==> config.mk <==
export PLATFORM = sky130hd
export DESIGN_NAME = fpu_page_ctrl
export DESIGN_NICKNAME = d
export VERILOG_FILES = /design/src/rtl/fpu_pkg.sv /design/src/rtl/fpu_page_ctrl.sv
export SDC_FILE = /design/constraint.sdc
export NUM_CORES = 2
export LEC_CHECK = 0
export BUFFER_PORTS_ARGS = -buffer_cell sky130_fd_sc_hd__buf_2
export CORE_AREA = 3 3 271 406
export DETAILED_ROUTE_END_ITERATION = 7
export DIE_AREA = 0 0 274 409
export PLACE_DENSITY = 0.7
export RECOVER_POWER = 25
export SYNTH_ARGS = -nofsm -noshare
export SYNTH_HDL_FRONTEND = slang
export SYNTH_SLANG_ARGS = --single-unit
==> constraint.sdc <==
create_clock -name mclk -period 128.2 [get_ports mclk]
set_input_delay 25.64 -clock mclk [delete_from_list [all_inputs] [get_ports mclk]]
set_output_delay 25.64 -clock mclk [all_outputs]
set_load 0.01 [all_outputs]
==> src/rtl/fpu_pkg.sv <==
// Purpose: constants and types for the page unprotect / discard block
// Assumes: 32-bit Avalon-MM register slave, byte addresses
// Notes:   small array model, 8 pages of 4 words

// =============================================================
// package
package fpu_pkg;

	// =========================================================
	// array geometry
	localparam int PAGES  = 8;
	localparam int PAGE_W = 3;
	localparam int WORDS  = 4;
	localparam int WIDX_W = 2;
	localparam int DATA_W = 32;
	localparam int AI_W   = PAGE_W + WIDX_W;
	localparam int AW     = 5;

	// =========================================================
	// register byte offsets
	localparam logic [AW-1:0] OFF_STAT = 5'h00;
	localparam logic [AW-1:0] OFF_ISTS = 5'h04;
	localparam logic [AW-1:0] OFF_IMSK = 5'h08;
	localparam logic [AW-1:0] OFF_BIDX = 5'h0c;
	localparam logic [AW-1:0] OFF_BDAT = 5'h10;
	localparam logic [AW-1:0] OFF_PROG = 5'h14;
	localparam logic [AW-1:0] OFF_INFO = 5'h18;
	localparam logic [AW-1:0] OFF_FLT  = 5'h1c;

	// =========================================================
	// field positions
	localparam int STAT_BUSY = 0;
	localparam int STAT_ST   = 1;
	localparam int STAT_MOD  = 3;
	localparam int STAT_VAL  = 4;
	localparam int STAT_PG   = 8;
	localparam int PROG_LOCK = 8;
	localparam int INFO_LOCK = 0;
	localparam int FLT_CODE  = 0;
	localparam int FLT_BLK   = 4;
	localparam int FLT_PG    = 8;
	localparam int IRQ_UNP   = 0;
	localparam int IRQ_DROP  = 1;
	localparam int IRQ_ERR   = 2;
	localparam int IRQ_W     = 3;

	// =========================================================
	// status codes and reset values
	localparam logic [1:0] ST_OK     = 2'h0;
	localparam logic [1:0] ST_SBE    = 2'h1;
	localparam logic [1:0] ST_LOCKED = 2'h1;
	localparam logic [1:0] ST_DBE    = 2'h2;
	localparam logic [1:0] ST_HOLD   = 2'h3;
	localparam logic [IRQ_W-1:0] IMSK_RST = 3'h0;

	// =========================================================
	// types
	typedef enum logic [1:0] {
		S_IDLE,
		S_COPY,
		S_DROP,
		S_PROG
	} fpu_state_type;

	typedef struct packed {
		logic              page_unprotect_req;
		logic              buffer_drop_req;
		logic              buffer_hold_guard;
		logic [PAGE_W-1:0] addr;
	} fpu_req_type;

endpackage : fpu_pkg

==> src/rtl/fpu_page_ctrl.sv <==
// Purpose: page unprotect and page discard control of the user flash
// Assumes: user pins synchronous to mclk, Avalon-MM register slave
// Notes:   array is a small model with an injectable fault map

`timescale 1ns/10ps

module fpu_page_ctrl (
	// clock and reset
	input  wire logic                  mclk,
	input  wire logic                  rst,
	// user fabric side
	input  wire fpu_pkg::fpu_req_type  user_req,
	output logic                       busy,
	output logic [1:0]                 status,
	// register bus
	input  wire logic [4:0]            avs_address,
	input  wire logic                  avs_read,
	input  wire logic                  avs_write,
	input  wire logic [31:0]           avs_writedata,
	output logic [31:0]                avs_readdata,
	output logic                       avs_waitrequest,
	// interrupt
	output logic                       irq
);

	// =========================================================
	// storage and state
	logic [31:0]               arr_q [fpu_pkg::PAGES*fpu_pkg::WORDS];
	logic [1:0]                flt_q [fpu_pkg::PAGES*fpu_pkg::WORDS];
	logic [31:0]               buf_q [fpu_pkg::WORDS];
	logic [fpu_pkg::PAGES-1:0] lock_q;
	fpu_pkg::fpu_state_type    state_q, state_d;
	logic [fpu_pkg::WIDX_W-1:0] idx_q;
	logic [fpu_pkg::PAGE_W-1:0] op_pg_q, bpg_q, info_pg_q;
	logic [fpu_pkg::WIDX_W-1:0] bidx_q;
	logic                      op_lock_q, mod_q, bval_q;
	logic [1:0]                st_q, st_d, err_q, err_d;
	logic [fpu_pkg::IRQ_W-1:0] ists_q, ists_d, imsk_q, imsk_d, ev;
	logic                      wait_q, busy_q, irq_q;
	logic [31:0]               rd_q, rd_d;
	logic                      done_unp, done_drop, prog_ref;

	// =========================================================
	// decode
	logic                      acc, wr, last, miss, guarded;
	logic                      take_unp, take_drop, take_prog, buf_wr;
	logic [fpu_pkg::AI_W-1:0]  ai;
	logic [fpu_pkg::PAGE_W-1:0] prog_pg;

	// bus access happens on the edge where waitrequest is low
	assign acc = (avs_read | avs_write) & ~wait_q;
	assign wr  = acc & avs_write;
	assign buf_wr = wr & (avs_address == fpu_pkg::OFF_BDAT);
	assign prog_pg = avs_writedata[fpu_pkg::PAGE_W-1:0];
	assign last = (idx_q == fpu_pkg::WIDX_W'(fpu_pkg::WORDS - 1));
	assign ai   = {op_pg_q, idx_q};

	// page hit test and loss protection of the buffer
	assign miss    = ~bval_q | (user_req.addr != bpg_q);
	assign guarded = user_req.buffer_hold_guard & mod_q;

	// request acceptance, unprotect first, then discard, then program
	assign take_unp  = (state_q == fpu_pkg::S_IDLE) &
		user_req.page_unprotect_req;
	assign take_drop = (state_q == fpu_pkg::S_IDLE) &
		~user_req.page_unprotect_req & user_req.buffer_drop_req;
	assign take_prog = (state_q == fpu_pkg::S_IDLE) &
		~user_req.page_unprotect_req & ~user_req.buffer_drop_req &
		wr & (avs_address == fpu_pkg::OFF_PROG);

	// =========================================================
	// operation sequencer
	always_comb begin
		state_d = state_q;
		case (state_q)
			fpu_pkg::S_IDLE: begin
				if (take_unp) begin
					if (miss && !guarded) begin
						state_d = fpu_pkg::S_COPY;
					end
				end else if (take_drop) begin
					state_d = fpu_pkg::S_DROP;
				end else if (take_prog && !lock_q[prog_pg]) begin
					state_d = fpu_pkg::S_PROG;
				end
			end
			fpu_pkg::S_COPY, fpu_pkg::S_PROG: begin
				if (last) begin
					state_d = fpu_pkg::S_IDLE;
				end
			end
			fpu_pkg::S_DROP: begin
				state_d = fpu_pkg::S_IDLE;
			end
			default: begin
				state_d = fpu_pkg::S_IDLE;
			end
		endcase
	end

	// state, word counter, target page; busy follows next state
	always_ff @(posedge mclk or posedge rst) begin
		if (rst) begin
			state_q   <= fpu_pkg::S_IDLE;
			idx_q     <= '0;
			op_pg_q   <= '0;
			op_lock_q <= 1'b0;
			busy_q    <= 1'b0;
		end else begin
			state_q <= state_d;
			busy_q  <= (state_d != fpu_pkg::S_IDLE);
			if (state_q == fpu_pkg::S_IDLE) begin
				idx_q <= '0;
			end else begin
				idx_q <= idx_q + 1'b1;
			end
			if (take_unp) begin
				op_pg_q <= user_req.addr;
			end else if (take_prog) begin
				op_pg_q   <= prog_pg;
				op_lock_q <= avs_writedata[fpu_pkg::PROG_LOCK];
			end
		end
	end

	// =========================================================
	// array, fault map and page locks
	always_ff @(posedge mclk or posedge rst) begin
		if (rst) begin
			lock_q <= '0;
			for (int i = 0; i < fpu_pkg::PAGES * fpu_pkg::WORDS; i++) begin
				arr_q[i] <= '0;
				flt_q[i] <= '0;
			end
		end else begin
			if (take_unp) begin
				lock_q[user_req.addr] <= 1'b0;
			end
			if (state_q == fpu_pkg::S_PROG) begin
				arr_q[ai] <= buf_q[idx_q];
				flt_q[ai] <= '0;
				if (last) begin
					lock_q[op_pg_q] <= op_lock_q;
				end
			end
			if (wr && avs_address == fpu_pkg::OFF_FLT) begin
				flt_q[{avs_writedata[fpu_pkg::FLT_PG +: fpu_pkg::PAGE_W],
					avs_writedata[fpu_pkg::FLT_BLK +: fpu_pkg::WIDX_W]}]
					<= avs_writedata[fpu_pkg::FLT_CODE +: 2];
			end
		end
	end

	// =========================================================
	// page buffer and its bookkeeping
	always_ff @(posedge mclk or posedge rst) begin
		if (rst) begin
			for (int i = 0; i < fpu_pkg::WORDS; i++) begin
				buf_q[i] <= '0;
			end
			mod_q  <= 1'b0;
			bval_q <= 1'b0;
			bpg_q  <= '0;
			bidx_q <= '0;
		end else begin
			if (state_q == fpu_pkg::S_COPY) begin
				buf_q[idx_q] <= arr_q[ai];
			end
			if ((state_q == fpu_pkg::S_COPY ||
				state_q == fpu_pkg::S_PROG) && last) begin
				bpg_q  <= op_pg_q;
				bval_q <= 1'b1;
				mod_q  <= 1'b0;
			end
			if (state_q == fpu_pkg::S_DROP) begin
				mod_q <= 1'b0;
			end
			if (wr && avs_address == fpu_pkg::OFF_BIDX) begin
				bidx_q <= avs_writedata[fpu_pkg::WIDX_W-1:0];
			end
			// a buffer write in the same cycle wins over the clear
			if (buf_wr) begin
				buf_q[bidx_q] <= avs_writedata;
				mod_q         <= 1'b1;
			end
		end
	end

	// =========================================================
	// status code and completion events
	always_comb begin
		st_d      = st_q;
		err_d     = err_q;
		done_unp  = 1'b0;
		done_drop = (state_q == fpu_pkg::S_DROP);
		prog_ref  = 1'b0;
		if (take_unp) begin
			err_d = '0;
			if (miss && guarded) begin
				st_d     = fpu_pkg::ST_HOLD;
				done_unp = 1'b1;
			end else if (!miss) begin
				st_d     = fpu_pkg::ST_OK;
				done_unp = 1'b1;
			end
		end else if (take_drop) begin
			st_d = fpu_pkg::ST_OK;
		end else if (take_prog) begin
			prog_ref = lock_q[prog_pg];
			st_d = prog_ref ? fpu_pkg::ST_LOCKED : fpu_pkg::ST_OK;
		end
		if (state_q == fpu_pkg::S_COPY) begin
			err_d = err_q | flt_q[ai];
			if (last) begin
				done_unp = 1'b1;
				if (err_d[1]) begin
					st_d = fpu_pkg::ST_DBE;
				end else if (err_d[0]) begin
					st_d = fpu_pkg::ST_SBE;
				end else begin
					st_d = fpu_pkg::ST_OK;
				end
			end
		end
	end

	// completion events feeding the interrupt status
	always_comb begin
		ev = '0;
		ev[fpu_pkg::IRQ_UNP]  = done_unp;
		ev[fpu_pkg::IRQ_DROP] = done_drop;
		ev[fpu_pkg::IRQ_ERR]  = (done_unp | prog_ref) &
			(st_d != fpu_pkg::ST_OK);
	end

	// status holder
	always_ff @(posedge mclk or posedge rst) begin
		if (rst) begin
			st_q  <= fpu_pkg::ST_OK;
			err_q <= '0;
		end else begin
			st_q  <= st_d;
			err_q <= err_d;
		end
	end

	// =========================================================
	// interrupt status and mask, write one to clear, set wins
	always_comb begin
		ists_d = ists_q;
		imsk_d = imsk_q;
		if (wr && avs_address == fpu_pkg::OFF_ISTS) begin
			ists_d = ists_q & ~avs_writedata[fpu_pkg::IRQ_W-1:0];
		end
		if (wr && avs_address == fpu_pkg::OFF_IMSK) begin
			imsk_d = avs_writedata[fpu_pkg::IRQ_W-1:0];
		end
		ists_d = ists_d | ev;
	end

	always_ff @(posedge mclk or posedge rst) begin
		if (rst) begin
			ists_q <= '0;
			imsk_q <= fpu_pkg::IMSK_RST;
			irq_q  <= 1'b0;
		end else begin
			ists_q <= ists_d;
			imsk_q <= imsk_d;
			irq_q  <= |(ists_d & imsk_d);
		end
	end

	// =========================================================
	// register read mux
	always_comb begin
		rd_d = '0;
		case (avs_address)
			fpu_pkg::OFF_STAT: begin
				rd_d[fpu_pkg::STAT_BUSY] = busy_q;
				rd_d[fpu_pkg::STAT_ST +: 2] = st_q;
				rd_d[fpu_pkg::STAT_MOD] = mod_q;
				rd_d[fpu_pkg::STAT_VAL] = bval_q;
				rd_d[fpu_pkg::STAT_PG +: fpu_pkg::PAGE_W] = bpg_q;
			end
			fpu_pkg::OFF_ISTS: rd_d[fpu_pkg::IRQ_W-1:0] = ists_q;
			fpu_pkg::OFF_IMSK: rd_d[fpu_pkg::IRQ_W-1:0] = imsk_q;
			fpu_pkg::OFF_BIDX: rd_d[fpu_pkg::WIDX_W-1:0] = bidx_q;
			fpu_pkg::OFF_BDAT: rd_d = buf_q[bidx_q];
			fpu_pkg::OFF_INFO: begin
				rd_d[fpu_pkg::INFO_LOCK] = lock_q[info_pg_q];
			end
			default: rd_d = '0;
		endcase
	end

	// one wait cycle per access, read data captured as wait drops
	always_ff @(posedge mclk or posedge rst) begin
		if (rst) begin
			wait_q    <= 1'b1;
			rd_q      <= '0;
			info_pg_q <= '0;
		end else begin
			wait_q <= ~((avs_read | avs_write) & wait_q);
			if (avs_read && wait_q) begin
				rd_q <= rd_d;
			end
			if (wr && avs_address == fpu_pkg::OFF_INFO) begin
				info_pg_q <= avs_writedata[fpu_pkg::PAGE_W-1:0];
			end
		end
	end

	// =========================================================
	// outputs
	assign busy            = busy_q;
	assign status          = st_q;
	assign avs_readdata    = rd_q;
	assign avs_waitrequest = wait_q;
	assign irq             = irq_q;

	logic info_bit_h;
	assign info_bit_h = lock_q[info_pg_q];
endmodule : fpu_page_ctrl

==> reports/qor.txt <==
status: finished with violations
failing checks: design-rule violations, max-capacitance violations, max-slew violations
Max IR drop VDD: 0.0000198 V
Tcrit/Tclk final: 0.234
# fillers: 8,839
sequential element share of the synthesized area: 0.560
total gr overflow: 0
Buf+Inv Stages, Crit Path: 7
combinational share of power: 0.351
worst flop-to-flop path startpoint: idx_q[1]
internal power: 0.948 mW
met3 usage: 0.0483
TritonRoute pass-1 iters: 8
CP Cell Sequence: buf_2, inv_8, buf_4, buf_4, buf_4, buf_4, buf_4
critical path's top delay family: buffers and inverters
DR WL/cell: 24.4 um
antenna-violating nets left: 0
worst-path maximum fanout: 113
FMAX: 0.0333 GHz
leakage power: 27.1 nW
Vias: 41,300
Setup violations, final: 0
Seq pwr share: 0.418
utilization after layout: 0.581
CTS tree: yes
Sum Neg Setup Slack: 0 ns
Clock Path Buffers: 3
count of pins over their slew limit: 2,118
crit path DAT: 30.81 ns
Die Wd: 274 um
Initial Util: 0.537
Mapped Area: 57,500 um^2
EDFF count, synth: 0
# IOs: 84
CP dominant cell by count: buf_4
PostCTS Resize Cnt: 0
Tmin final: 30.05 ns
DRC Markers: 6
GPL Wtd Cong: 0.833
ANT cells: 0
Routed WL: 162,000 um
Setup crit start kind: input port
max-capacitance violation count: 32
Die Area: 112,000 um^2
vias in the first global route: 41,000
worst slew pin tran: 7.83 ns
hold violation count in the final report: 0
Final Skew: 0.0245 ns
Setup crit end kind: asynchronous set/reset pin
critical path required time: 128.96 ns
DRT iter0 DRCs: 4,047
clock sinks: 1,287
GR Util met2: 0.473
final net count: 5,170
hold path start: avs_readdata[4]
most frequent cells in the layout: nand2_1 (1,362), dfrtp_1 (1,283), o21ai_0 (1,174)
Std-Cell Rows: 147
syn_nets: 5,392
share of flip-flops with an asynchronous set or reset: 1.00
HPWL reported at the end of detailed placement: 86,000 um
Sw Ratio: 0.369
Slowest Stage Delay on Critical Path: 0.88 ns
unrepaired setup endpoints after global routing: no
# hold bufs at CTS: 0
root buf cell: clkbuf_16
Switching Power: 0.554 mW
most common cell after layout, fill and taps aside: nand2_1
Setup CP Type: in -> async
Area Growth Syn to Fin: 8.12%
PortBufs: 83
Clk pwr share: 0.231
clk_lat worst skew: 0.74 ns
CP Launch Point: rst
post-synth cell types: 63
layout cells sized above 1: 0.143
initial antenna violation count: 1
yosys warns: 0
Synth Instances: 5,341
clock-pin slew on the worst setup and hold paths: 0.06 ns
largest net degree at the start of global routing: 167
Min-Delay Path Class: reg -> reg
Post-CTS Setup Bufs: 0
Power Density: 24.1 nW/um^2
Crit-path slowest cell: buf_4
first-pass GRT wire length: 250,000 um
Most used DFF post-synth: dfrtp_1
GRT busiest layer: met2
Core ar.: 107,000 um^2
die height: 409 um
#FFs+latches synth: 1,287
CTS buffer count: 113
via/cell ratio: 6.23
global-route total usage across every layer: 0.292
Slew headroom: -4.22
H-tree lvl count: 3
Avg Synthesized Cell Area: 10.8 um^2
GR Layer Usage met1: 0.397
==> through the flow <==
stage | hold slack (ns) | cells | setup WS (ns) | total power [mW] | instance area (um^2)
floorplan | 0.445 | 5341 | 66.29 | 0.985 | 57500
global placement | 0.455 | 6419 | 97.33 | 1.13 | 58700
detailed placement | 0.465 | 6419 | 97.25 | 1.15 | 58700
CTS | 0.479 | 6625 | 98.02 | 1.49 | 62400
global route | 0.489 | 6625 | 97.44 | 1.58 | 62200
finish | 0.472 | 6625 | 98.15 | 1.50 | 62200
==> cell families (layout without fill, tap and decap cells) <==
group           count (synthesis)  after routing  synth area share
compound gates               1459           1459             0.136
xor+xnor                        3              3          0.000457
fa+ha+maj                       4              4          0.000870
buf+inv                       517            386            0.0365
flops                        1287           1287             0.560
mux                           524            524             0.159
simple gates                 1547           1547             0.107
==> flip-flops by register name, summed over array words and instances, names as in the netlist, 8 cells and up <==
| register | flops |
|---|---|
| arr_q | 1024 |
| avs_readdata | 32 |
| buf_q | 128 |
| flt_q | 64 |
| lock_q | 8 |
==> routing by layer <==
metal	share of wire	routed length (um)	vias up
li1	-	-	18300
met1	0.40	65100	20900
met2	0.48	77500	1683
met3	0.079	12800	391
met4	0.040	6500	0
met5	0	0	-
==> worst reg2reg max path, delay by kind of cell (launching register included) <==
kind	cells	cell delay, ns
and+or+nand+nor	3	2.59
DFF	1	1.68
buffers and inverters	4	9.02
AOI/OAI and AO/OA	1	0.54
adders and majority gates	1	0.51
==> area by class of cell <==
cell class / count / area [um^2] / area share
multi-input combinational: 3537 / 23400 / 0.376
tap: 1415 / 1770 / 0.0285
inverter: 13 / 57.6 / 0.000926
sequential: 1287 / 32200 / 0.518
clock buffer: 177 / 3390 / 0.0545
clock inverter: 29 / 315 / 0.00507
timing repair buffer: 167 / 1050 / 0.0168
==> power groups by stage <==
stage	combinational, mW	clock (mW)	sequential [mW]
after floorplan	0.379	0	0.606
after detailed placement	0.516	0	0.632
final	0.527	0.347	0.628
after CTS	0.517	0.349	0.626
after global routing	0.576	0.363	0.644
after global placement	0.504	0	0.624
==> path summary, 6_finish.rpt <==
kind	end	slack (ns)	cells after the start
max	arr_q[32]	98.15	7
min in group asynchronous	arr_q[314]	25.08	2
max in group mclk	irq	100.72	7
min	avs_readdata[4]	0.47	2
max reg2reg	arr_q[464]	113.56	9
min reg2reg	avs_readdata[4]	0.47	2
==> synthesized netlist by cell type, drive strengths merged (3+ instances only) <==
| library cell | n | area, um^2 |
|---|---|---|
| and3b | 4 | 35.0 |
| a31oi | 5 | 31.3 |
| nor2 | 46 | 175 |
| a21oi | 5 | 25.0 |
| nor3 | 6 | 45.0 |
| nand3 | 45 | 225 |
| mux2 | 53 | 597 |
| nand2 | 1366 | 5130 |
| nand4 | 37 | 231 |
| buf | 101 | 534 |
| mux2i | 166 | 1660 |
| mux4 | 305 | 6870 |
| nor4 | 4 | 37.5 |
| and3 | 5 | 31.3 |
| nor2b | 5 | 31.3 |
| nand2b | 5 | 31.3 |
| o211ai | 7 | 57.6 |
| or2 | 4 | 25.0 |
| and2 | 7 | 43.8 |
| o21ai | 1258 | 6300 |
| dfrtp | 1286 | 32200 |
| ha | 4 | 50.1 |
| xnor2 | 3 | 26.3 |
| clkbuf | 403 | 1510 |
| nor3b | 4 | 35.0 |
| a22o | 24 | 210 |
| a221oi | 3 | 32.5 |
| inv | 13 | 48.8 |
| a22oi | 139 | 1040 |
Note: power is estimated with default switching activity, not from simulation.
